**src/logic/seq_pkg.sv**
```systemverilog
// shared constants and state types for the dual rail sequencer
package seq_pkg;
	localparam int CLK_MHZ = 100;
	localparam int BLINK_PERIOD_MS = 4000;
	localparam int BLINK_DUTY_PCT = 25;
	localparam int BLINK_PERIOD_CYCLES = BLINK_PERIOD_MS * CLK_MHZ * 1000;
	localparam int BLINK_ON_CYCLES =
		BLINK_PERIOD_CYCLES / 100 * BLINK_DUTY_PCT;
	localparam int BLINK_W = 29;
	localparam int DEGLITCH_CYCLES = 16;
	localparam int COOLOFF_CYCLES = 64;
	localparam int CNT_W = 16;
	localparam int FAULT_LIMIT = 15;
	localparam int FAULT_W = 5;
	localparam int PIN_W = 6;
	localparam int IDX_EN = 0;
	localparam int IDX_START = 1;
	localparam int IDX_FAULT = 2;
	localparam int IDX_WARN = 3;
	localparam int IDX_FB1 = 4;
	localparam int IDX_FB2 = 5;
	localparam logic OD_LEVEL = 1'b0;

	typedef enum logic [2:0]
	{
		ST_OFF,
		ST_WAIT_BATT,
		ST_BOOST_UP,
		ST_BUCK_UP,
		ST_RUN,
		ST_FAULT_OFF
	} seq_state_t;

	typedef struct packed
	{
		logic [PIN_W-1:0] pin_meta;
		logic [PIN_W-1:0] pin_sync;
		seq_state_t state;
		logic [CNT_W-1:0] deglitch;
		logic [CNT_W-1:0] cooloff;
		logic [FAULT_W-1:0] fault_cnt;
		logic pg_pull;
		logic boost_en;
		logic buck_en;
		logic boost_connect;
		logic boost_dis;
		logic buck_dis;
		logic lamp_on;
		logic blink_run;
		logic od_level;
	} seq_reg_t;

	typedef struct packed
	{
		logic [BLINK_W-1:0] cnt;
		logic lamp;
	} blink_reg_t;

	// reset: rails off, outputs discharged, supply-ok held low
	localparam seq_reg_t SEQ_RESET = '{
		state: ST_OFF,
		pg_pull: 1'b1,
		boost_dis: 1'b1,
		buck_dis: 1'b1,
		default: '0
	};
	localparam blink_reg_t BLINK_RESET = '0;
endpackage : seq_pkg

```
**src/logic/blink_if.sv**
```systemverilog
// carrier between the sequencer and its indicator blink timer
`timescale 1ns/10ps
interface blink_if;
	logic run;
	logic lamp;
	modport ctrl
	(
		output run,
		input lamp
	);
	modport timer
	(
		input run,
		output lamp
	);
endinterface : blink_if

```
**src/logic/dual_rail_sequencer_supervisor.sv**
```systemverilog
// sequencer and supervisor for a boost rail and a buck rail
`timescale 1ns/10ps
module dual_rail_sequencer_supervisor #(
	parameter int DEGLITCH_CYCLES = seq_pkg::DEGLITCH_CYCLES,
	parameter int COOLOFF_CYCLES = seq_pkg::COOLOFF_CYCLES,
	parameter int BLINK_PERIOD_CYCLES = seq_pkg::BLINK_PERIOD_CYCLES,
	parameter int BLINK_ON_CYCLES = seq_pkg::BLINK_ON_CYCLES
)(
	input wire logic core_clk, // system clock, 100 MHz
	input wire logic srst, // synchronous reset, active high
	input wire logic enable_pin, // converter enable, active high
	input wire logic battery_start_ok, // battery above start threshold
	input wire logic battery_fault_low, // battery below fault threshold
	input wire logic battery_low_warn, // battery below low threshold
	input wire logic boost_feedback_sense, // boost rail at nominal
	input wire logic buck_feedback_sense, // buck rail at nominal
	output logic boost_rail_enable, // run boost converter
	output logic buck_rail_enable, // run buck converter
	output logic battery_input_connect, // boost input switch closed
	output logic boost_rail_discharge, // boost output pull-down on
	output logic buck_rail_discharge, // buck output pull-down on
	output logic supply_ok_output_out, // open-drain level, always low
	output logic supply_ok_output_oe, // high while pulling low
	output logic indicator_out, // open-drain level, always low
	output logic indicator_oe // high while lamp is lit
);
	localparam int DEG_LAST_I = DEGLITCH_CYCLES - 1;
	localparam int COOL_LAST_I = COOLOFF_CYCLES - 1;
	localparam int TRIP_I = seq_pkg::FAULT_LIMIT + 1;
	// deglitch and cool-off last counts and the fault trip count
	localparam logic [seq_pkg::CNT_W-1:0] DEG_LAST =
		DEG_LAST_I[seq_pkg::CNT_W-1:0];
	localparam logic [seq_pkg::CNT_W-1:0] COOL_LAST =
		COOL_LAST_I[seq_pkg::CNT_W-1:0];
	localparam logic [seq_pkg::FAULT_W-1:0] TRIP_CNT =
		TRIP_I[seq_pkg::FAULT_W-1:0];

	seq_pkg::seq_reg_t cur;
	seq_pkg::seq_reg_t next_cur;
	logic en;
	logic start_ok;
	logic bat_low;
	logic warn;
	logic fb1;
	logic fb2;
	logic sense_bad;
	logic fault_trip;
	logic pg_drop;
	logic powering;

	blink_if bl();

	blink_timer #(
		.PERIOD_CYCLES(BLINK_PERIOD_CYCLES),
		.ON_CYCLES(BLINK_ON_CYCLES)
	) u_blink (
		.core_clk(core_clk),
		.srst(srst),
		.bl(bl.timer)
	);

	assign en = cur.pin_sync[seq_pkg::IDX_EN];
	assign start_ok = cur.pin_sync[seq_pkg::IDX_START];
	assign bat_low = cur.pin_sync[seq_pkg::IDX_FAULT];
	assign warn = cur.pin_sync[seq_pkg::IDX_WARN];
	assign fb1 = cur.pin_sync[seq_pkg::IDX_FB1];
	assign fb2 = cur.pin_sync[seq_pkg::IDX_FB2];
	assign sense_bad = bat_low || !fb1 || !fb2;
	assign fault_trip = cur.fault_cnt == TRIP_CNT;
	assign pg_drop = cur.state == seq_pkg::ST_RUN && sense_bad &&
		cur.deglitch == DEG_LAST;

	always_comb
	begin
		next_cur = cur;
		powering = 1'b0;
		next_cur.od_level = seq_pkg::OD_LEVEL;
		// two-stage synchroniser for all pins
		next_cur.pin_meta = {buck_feedback_sense, boost_feedback_sense,
			battery_low_warn, battery_fault_low, battery_start_ok,
			enable_pin};
		next_cur.pin_sync = cur.pin_meta;

		// cool-off cycle count while battery sits below fault level
		if (!en || cur.state == seq_pkg::ST_OFF)
		begin
			next_cur.cooloff = '0;
			next_cur.fault_cnt = '0;
		end
		else if (!bat_low)
		begin
			next_cur.cooloff = '0;
			next_cur.fault_cnt = '0;
		end
		else if (cur.cooloff == COOL_LAST)
		begin
			next_cur.cooloff = '0;
			if (!fault_trip)
				next_cur.fault_cnt = cur.fault_cnt + 1'b1;
		end
		else
		begin
			next_cur.cooloff = cur.cooloff + 1'b1;
		end

		// deglitch of a low sense while running
		if (cur.state == seq_pkg::ST_RUN && sense_bad)
		begin
			if (cur.deglitch != DEG_LAST)
				next_cur.deglitch = cur.deglitch + 1'b1;
		end
		else
		begin
			next_cur.deglitch = '0;
		end

		if (!en)
		begin
			next_cur.state = seq_pkg::ST_OFF;
		end
		else if (fault_trip && cur.state != seq_pkg::ST_OFF)
		begin
			next_cur.state = seq_pkg::ST_FAULT_OFF;
		end
		else
		begin
			case (cur.state)
				seq_pkg::ST_OFF:
					next_cur.state = seq_pkg::ST_WAIT_BATT;
				seq_pkg::ST_WAIT_BATT:
					if (start_ok)
						next_cur.state = seq_pkg::ST_BOOST_UP;
				seq_pkg::ST_BOOST_UP:
					if (fb1)
						next_cur.state = seq_pkg::ST_BUCK_UP;
				seq_pkg::ST_BUCK_UP:
					if (fb2)
						next_cur.state = seq_pkg::ST_RUN;
				seq_pkg::ST_RUN:
					if (pg_drop)
						next_cur.state = seq_pkg::ST_WAIT_BATT;
				seq_pkg::ST_FAULT_OFF:
					next_cur.state = seq_pkg::ST_FAULT_OFF;
				default:
					next_cur.state = seq_pkg::ST_OFF;
			endcase
		end

		case (next_cur.state)
			seq_pkg::ST_BOOST_UP,
			seq_pkg::ST_BUCK_UP,
			seq_pkg::ST_RUN:
				powering = 1'b1;
			default:
				powering = 1'b0;
		endcase
		// both rails drop together and the input switch opens
		next_cur.boost_en = powering;
		next_cur.boost_connect = powering;
		next_cur.buck_en = next_cur.state == seq_pkg::ST_BUCK_UP ||
			next_cur.state == seq_pkg::ST_RUN;
		next_cur.boost_dis = !powering;
		next_cur.buck_dis = !powering;
		// supply-ok released only when the sequence is done
		next_cur.pg_pull = next_cur.state != seq_pkg::ST_RUN;

		// indicator: steady, blinking or dark
		next_cur.blink_run = en && warn &&
			next_cur.state != seq_pkg::ST_FAULT_OFF;
		if (!en || next_cur.state == seq_pkg::ST_FAULT_OFF)
			next_cur.lamp_on = 1'b0;
		else if (!warn)
			next_cur.lamp_on = 1'b1;
		else
			next_cur.lamp_on = bl.lamp;
	end

	always_ff @(posedge core_clk)
	begin
		if (srst)
			cur <= seq_pkg::SEQ_RESET;
		else
			cur <= next_cur;
	end

	assign bl.run = cur.blink_run;
	assign boost_rail_enable = cur.boost_en;
	assign buck_rail_enable = cur.buck_en;
	assign battery_input_connect = cur.boost_connect;
	assign boost_rail_discharge = cur.boost_dis;
	assign buck_rail_discharge = cur.buck_dis;
	assign supply_ok_output_out = cur.od_level;
	assign supply_ok_output_oe = cur.pg_pull;
	assign indicator_out = cur.od_level;
	assign indicator_oe = cur.lamp_on;
endmodule : dual_rail_sequencer_supervisor

```
**src/logic/blink_timer.sv**
```systemverilog
// low battery blink timer: fixed period, fixed on fraction
`timescale 1ns/10ps
module blink_timer #(
	parameter int PERIOD_CYCLES = seq_pkg::BLINK_PERIOD_CYCLES,
	parameter int ON_CYCLES = seq_pkg::BLINK_ON_CYCLES
)(
	input wire logic core_clk, // system clock
	input wire logic srst, // synchronous reset
	blink_if.timer bl // run request and lamp phase
);
	localparam int LAST_I = PERIOD_CYCLES - 1;
	localparam int ON_I = ON_CYCLES;
	localparam logic [seq_pkg::BLINK_W-1:0] LAST =
		LAST_I[seq_pkg::BLINK_W-1:0];
	localparam logic [seq_pkg::BLINK_W-1:0] ON_END =
		ON_I[seq_pkg::BLINK_W-1:0];

	seq_pkg::blink_reg_t cur;
	seq_pkg::blink_reg_t next_cur;

	always_comb
	begin
		next_cur = cur;
		if (!bl.run)
		begin
			next_cur.cnt = '0;
		end
		else if (cur.cnt == LAST)
		begin
			next_cur.cnt = '0;
		end
		else
		begin
			next_cur.cnt = cur.cnt + 1'b1;
		end
		// lamp lit for the first quarter of each period
		next_cur.lamp = bl.run && (cur.cnt < ON_END);
	end

	always_ff @(posedge core_clk)
	begin
		if (srst)
			cur <= seq_pkg::BLINK_RESET;
		else
			cur <= next_cur;
	end

	assign bl.lamp = cur.lamp;
endmodule : blink_timer

```
**config.mk**
```make
export PLATFORM = sky130hd
export DESIGN_NAME = dual_rail_sequencer_supervisor
export DESIGN_NICKNAME = d
export VERILOG_FILES = /design/src/logic/seq_pkg.sv /design/src/logic/blink_if.sv /design/src/logic/dual_rail_sequencer_supervisor.sv /design/src/logic/blink_timer.sv
export SDC_FILE = /design/constraint.sdc
export NUM_CORES = 1
export LEC_CHECK = 0
export ABC_AREA = 1
export BUFFER_PORTS_ARGS = -buffer_cell sky130_fd_sc_hd__buf_2
export CAP_MARGIN = 20
export CORE_ASPECT_RATIO = 1.25
export CORE_MARGIN = 1.5
export CORE_UTILIZATION = 55
export CTS_BUF_LIST = sky130_fd_sc_hd__clkbuf_4
export DETAILED_ROUTE_END_ITERATION = 6
export PLACE_DENSITY = 0.72
export SYNTH_ARGS = -nofsm -noshare
export SYNTH_HDL_FRONTEND = slang
export SYNTH_SLANG_ARGS = --single-unit
```
**constraint.sdc**
```tcl
create_clock -name core_clk -period 2.15 [get_ports core_clk]
set_clock_uncertainty 0.15 [all_clocks]
set_input_delay 0.5375 -clock core_clk [delete_from_list [all_inputs] [get_ports core_clk]]
set_output_delay 0.5375 -clock core_clk [all_outputs]
set_load 0.005 [all_outputs]
```
==> metrics.md, run 1 <==
| Metric | Value |
|---|---|
| Final setup viols | `0` |
| Cell with the most instances after synthesis | `nand2_1` |
| Crit. End Element | `flip-flop` |
| Sink Count | `88` |
| Initial antenna violation count | `0` |
| Via count | `around 3700` |
| Post-Place Worst Slack | `about 0.28 ns` |
| DP Cell Count | `roughly 700` |
| Multi-input combinational cell area | `about 0.0021 sq mm` |
| Synth top area cells | `dfxtp_1 41%, nand2_1 9.8%, nor2_1 8.2%, inv_1 7.3%, nand3_1 4.4%` |
| Fin util | `0.612` |
| First-pass GRT wire length | `about 15 mm` |
| CTS buffer count | `9` |
| CP startpoint kind | `flip-flop` |
| H-tree depth | `3` |
| Mapped Avg Cell Area | `~7.1 sq um` |
| Synth unique cells | `37` |
| Final min period | `between 1.5 and 2 ns` |
| # IOs | `17` |
| FF/Latch Area | `~0.0018 sq mm` |
| CP Max Fanout | `5` |
| Ant diodes | `0` |
| Power Total | `between 0.002 and 0.0025 W` |
| Die area | `between 0.008 and 0.009 sq mm` |
| Area leader, netlist | `dfxtp_1` |
| Largest net degree at the start of global routing | `22` |
| Data required time at the worst endpoint | `2.33 ns` |
| Congestion Overflow GR | `0` |
| Max FFs per register | `51` |
| Root Driver | `clkbuf_4` |
| Status | `completed` |
| Die height | `about 100 microns` |
| Synth Register Bits | `88` |
| VDD IR max | `0.000291 V` |
| Pwr Density | `546 mW/mm^2` |
| Setup TNS | `0 ns` |
| RSZ-0062 raised after global routing | `false` |
| Placer congestion estimate | `approximately 0.94` |
| Top flop regs | `cur x51, u_blink.cur x29` |
| Fraction of layout cells with a size suffix above 1 | `0.126` |
| Max_cap viols | `0` |
| Final Hold Violating Endpoints | `0` |
| Fill count | `~740` |
| Tcrit/Tclk final | `0.870` |
| Sequential share of the synthesized area | `0.412` |
| Post-synth top cells | `112 x nand2_1, 93 x nor2_1, 88 x dfxtp_1, 83 x inv_1, 38 x nand3_1` |
| Global-route usage over all layers | `0.228` |
| Prevailing post-synth register cell | `dfxtp_1` |
| I/O Buffers | `14` |
| Initial core utilization | `0.575` |
| DR vias/cell | `between 5 and 6` |
| Clk Latency, worst-skew pair | `0.43 ns` |
| DRT iter0 DRCs | `173` |
| Lkg Pwr | `about 1.5 nW` |
| Most flops, register | `cur` |
| DRT Wirelength | `roughly 8.6 mm` |
| Post-CTS sizing | `0` |
| Hold WC Path Type | `input pin to flip-flop` |
| Post-synth top area share | `0.412` |
| Post-CTS setup buffers | `0` |
| Drt wl/cell | `~12 microns` |
| YS warnings | `0` |
| Core box area | `between 0.007 and 0.008 sq mm` |
| Hold buffers post-CTS | `0` |
| DRT Pass-1 Iters | `4` |
| Fraction of registers with async set/reset | `0` |
| CTS tree | `yes` |
| Layout Cells excl Fill | `around 720` |
| Critical path class | `flip-flop to flip-flop` |
| DRC errors left | `0` |
| Routed Antenna Nets | `0` |
| Clock-pin slew on the worst setup and hold paths | `about 0.14 ns` |
| P&R area growth vs syn | `6.37%` |
| HPWL Detailed | `~6.6 mm` |
| CP arrival | `2.05 ns` |
| Die width | `a little over 80 microns` |
| Final WS setup | `0.279 ns` |
| CTS max path bufs | `2` |
| Synth Cell Area | `about 0.0043 sq mm` |
| Pins Over Slew Limit | `0` |
| Net count, final | `around 640` |
| Vias in the first global route | `around 3600` |
| Row count | `35` |
| Max Freq | `534 MHz` |
| Number of synthesized flops with an enable pin | `0` |
| Synthesized instance count | `602` |
==> final timing paths <==
kind                        startpoint                    to  slack, ns  depth (start not counted)
setup reg to reg  cur[30]$_SDFFE_PP0P_  cur[44]$_SDFFE_PP0P_       0.28                         10
hold reg to reg     cur[56]$_SDFF_PP0_    cur[50]$_SDFF_PP0_       0.26                          2
hold / removal    boost_feedback_sense    cur[59]$_SDFF_PP0_       0.14                          3
setup / recovery  cur[30]$_SDFFE_PP0P_  cur[44]$_SDFFE_PP0P_       0.28                         10
==> cells by family after synthesis <==
group,synth area share
xor gates and xnor gates,0.0307
AOI/OAI and AO/OA,0.0655
buffers and inverters,0.0947
and+or+nand+nor,0.382
other,0.000876
DFF,0.412
adders and majority gates,0.0146
==> area by class of cell <==
cell class              count  share of cell area
well taps                  92              0.0253
clock inverters             7              0.0107
repair buffers             18              0.0247
inverters                  88              0.0725
flip-flops and latches     88               0.387
clock buffers               9              0.0148
multi-input cells         417               0.465
==> metal layers <==
layer	share of wire	global-route usage	routed length (microns)
met3	0.020	0.0279	169
met2	0.53	0.417	4510
met1	0.42	0.247	3640
met5	0	0	0
met4	0.030	0.125	255
==> stage by stage <==
| stage | hold slack, ns | instance area [sq um] |
|---|---|---|
| floorplan | 0.238 | 4280 |
| global placement | 0.242 | 4440 |
| detailed placement | 0.245 | 4440 |
| CTS | 0.113 | 4550 |
| global route | 0.107 | 4550 |
| finish | 0.136 | 4550 |
==> placed cells by master (no fill, tap or decap), drive strengths merged, types with 4 or more instances in the layout <==
master | netlist | final
a21oi | 37 | 37
a31oi | 4 | 4
buf | 7 | 18
clkbuf | 3 | 9
clkinv | 0 | 5
dfxtp | 88 | 88
ha | 5 | 5
inv | 88 | 88
nand2 | 123 | 123
nand3 | 40 | 40
nand4 | 19 | 19
nor2 | 108 | 108
nor3 | 32 | 32
nor3b | 4 | 4
nor4 | 6 | 6
o21ai | 11 | 11
or2 | 4 | 4
xnor2 | 6 | 6
xor2 | 9 | 9
==> power breakdown <==
part	total [W]	internal (W)	switching (W)	leakage (nW)
sequential	0.00165	0.00164	0.00000497	0.711
combinational	0.0000321	0.0000130	0.0000191	0.768
clock	0.000806	0.000236	0.000571	0.0572
total	0.00249	0.00189	0.000595	1.54
==> critical path: stages, from the launching register on <==
cell and delay [ns]:
dfxtp_1 0.42, ha_1 0.21, nand2_1 0.09, nor2_2 0.13, nand2_1 0.12, nor2_1 0.15
inv_1 0.09, nor2_1 0.12, nand2_1 0.09, o21ai_1 0.16, a21oi_1 0.05
Power figures use the tool's default switching activity.
==> run 2: changes to the inputs <==
- MAX_ROUTING_LAYER: unset -> met4
- PLACE_DENSITY: 0.72 -> 0.75
- clock period: 2.15 -> 1.6 ns (I/O delays scaled with it)
==> run 2 against run 1 <==
  * The run now ends with design-rule violations, negative setup slack left
  * Final cell count is 10% higher
  * Core utilization is 15 points higher
  * Setup slack worse by 0.42 ns
  * Combinational power is 100% higher
  * Sequential cell count stayed put
  * Via count is 15% higher
  * Clock-buffer cell count stayed put
  * Total power is 52% higher
  * Register-to-register slack worse by 0.42 ns
  * Worst hold slack worse by 0.12 ns
  * Critical path depth stayed put
  * Non-clock buffer count is 72 higher
  * Critical endpoint unchanged
  * Largest power group unchanged
==> metrics.md, run 2 (synthesized netlist as in run 1, its figures left out) <==
| Metric | Value |
|---|---|
| Status | `complete, but fails checks` |
| Failing checks | `design-rule violations, negative setup slack` |
| Die width | `81.9 microns (unchanged)` |
| Highest metal layer with signal wires | `met4` |
| Hold WC Path Type | `input pin to flip-flop` |
| DRT Pass-1 Iters | `7 (+3)` |
| DR vias/cell | `5.43 (+4.6%)` |
| Layout Cells excl Fill | `791 (+10%)` |
| Pwr Density | `662 mW/mm^2 (+21%)` |
| Final Hold Violating Endpoints | `0 (unchanged)` |
| CTS tree | `yes` |
| DRT iter0 DRCs | `256 (+48%)` |
| Initial antenna violation count | `0 (unchanged)` |
| Critical path class | `flip-flop to flip-flop` |
| I/O Buffers | `14 (unchanged)` |
| DP Cell Count | `748 (+6.4%)` |
| Vias in the first global route | `3909 (+9.6%)` |
| Fill count | `504 (-32%)` |
| Fin Hold WS | `0.0141 ns (-0.122 ns)` |
| HPWL Detailed | `7.28 mm (+11%)` |
| Ant diodes | `0 (unchanged)` |
| CP Max Fanout | `3 (-2)` |
| Data required time at the worst endpoint | `1.82 ns (-0.51 ns)` |
| Placer congestion estimate | `0.918 (-2.8%)` |
| Max Freq | `573 MHz (+7.2%)` |
| Congestion Overflow GR | `0 (unchanged)` |
| H-tree depth | `3 (unchanged)` |
| Core box area | `0.00744 sq mm (unchanged)` |
| Max FFs per register | `51 (unchanged)` |
| # IOs | `17 (unchanged)` |
| Final WS setup | `-0.146 ns (-0.424 ns)` |
| Post-Route M1 WL | `4.35 mm (+20%)` |
| Final min period | `1.75 ns (-0.126 ns)` |
| RSZ-0062 raised after global routing | `true` |
| Crit. End Element | `flip-flop` |
| CTS max path bufs | `2 (unchanged)` |
| Met3 wire length | `418 microns (+150%)` |
| Sink Count | `88 (unchanged)` |
| Clk Latency, worst-skew pair | `0.47 ns (+0.04 ns)` |
| Top flop regs | `cur x51, u_blink.cur x29` |
| Most flops, register | `cur` |
| Via count | `4292 (+15%)` |
| Lkg Pwr | `2.09 nW (+36%)` |
| P&R area growth vs syn | `33.0%` |
| Max_cap viols | `0 (unchanged)` |
| Clock-pin slew on the worst setup and hold paths | `0.15 ns (about the same)` |
| Root Driver | `clkbuf_4` |
| VDD IR max | `0.000544 V (+87%)` |
| Die height | `102 microns (unchanged)` |
| Drt wl/cell | `14.5 microns (+21%)` |
| Routed Antenna Nets | `0 (unchanged)` |
| Row count | `35 (unchanged)` |
| CP arrival | `1.96 ns (-0.09 ns)` |
| First-pass GRT wire length | `16.5 mm (+12%)` |
| Commonest non-fill, non-tap cell in the layout | `nand2_1` |
| Tcrit/Tclk final | `1.09 (+0.221)` |
| Multi-input combinational cell area | `0.00257 sq mm (+21%)` |
| DRT Wirelength | `11.4 mm (+34%)` |
| Net count, final | `707 (+11%)` |
| Pins Over Slew Limit | `0 (unchanged)` |
| Die area | `0.00832 sq mm (unchanged)` |
| Largest net degree at the start of global routing | `17 (-23%)` |
| Final setup viols | `17 (+17)` |
| Met2 wire len | `6.15 mm (+36%)` |
| FF/Latch Area | `0.00181 sq mm (+2.7%)` |
| Initial core utilization | `0.575 (unchanged)` |
| DRC errors left | `2 (+2)` |
| Fraction of layout cells with a size suffix above 1 | `0.371 (+0.245)` |
| CTS buffer count | `9 (unchanged)` |
| Commonest cells after routing, fill and taps aside | `97 x nand2_1, 77 x nor2_1, 71 x inv_1` |
| Global-route usage over all layers | `0.264 (+0.0359)` |
| CP startpoint kind | `flip-flop` |
[run 2: changes by cell type in the layout (fill, tap and decap cells not counted), moves of 9 or more]
cell,change
buf_4,+60
dfxtp_1,-32
dfxtp_2,+29
nor2_1,-16
nand2_1,-15
inv_1,-12
inv_2,+12
nand3_1,-12
nor2_4,+12
nand2_2,+11
nor3_1,-9
[run 2: per-stage QoR]
stage	instance area, sq um	total power, W	worst slack [ns]	util	TNS, ns
after floorplan	4330	0.00229	0.00791	-	0
after global placement	4840	0.00231	-0.0151	0.650	-0.0168
after detailed placement	4840	0.00231	-0.0904	0.650	-0.697
after CTS	5190	0.00377	-0.0251	0.697	-0.0628
after global routing	5690	0.00387	-0.184	0.765	-4.88
final	5690	0.00377	-0.146	0.765	-0.465
[run 2: critical path: stages (launching register included)]
cell,delay [ns]
dfxtp_2,0.39
ha_4,0.16
nand2_4,0.06
nor2_4,0.12
nand2_2,0.09
nor2_2,0.12
inv_2,0.08
nor2_2,0.14
nand2_1,0.10
o21ai_1,0.16
a21oi_1,0.07
[run 2: final cells by class]
type                       count  share of cell area
sequential                    88               0.318
timing repair buffer          90               0.123
inverter                      88              0.0580
multi-input combinational    417               0.451
clock buffer                   9              0.0119
tap                           92              0.0202
clock inverter                 7              0.0178
[run 2: final timing paths]
kind	startpoint	to	slack, ns	depth (start not counted)
hold reg to reg	cur[59]$_SDFF_PP0_	cur[53]$_SDFF_PP0_	0.25	2
setup / recovery	cur[31]$_SDFFE_PP0P_	cur[44]$_SDFFE_PP0P_	-0.15	10
hold / removal	enable_pin	cur[55]$_SDFF_PP0_	0.01	3
setup reg to reg	cur[31]$_SDFFE_PP0P_	cur[44]$_SDFFE_PP0P_	-0.15	10
[run 2: routing by layer]
| metal | GRT usage | vias up |
|---|---|---|
| met2 | 0.471 | 122 |
| met5 | - | - |
| met1 | 0.264 | 2017 |
| met4 | 0.130 | 0 |
| met3 | 0.0577 | 51 |
| li1 | - | 2102 |
[run 2: where the power goes]
part	switching (W)	total (W)	internal (W)
clock network	0.000845	0.00149	0.000649
registers	0.00000781	0.00221	0.00220
logic	0.0000362	0.0000657	0.0000295
[run 2: timing repair]
action,CTS,global route
hold buffers,5,0
pin swaps,12,28
endpoints found under the hold margin,5,0
resized for setup,36,105
setup buffers,3,19
endpoints found under the setup margin,47,68
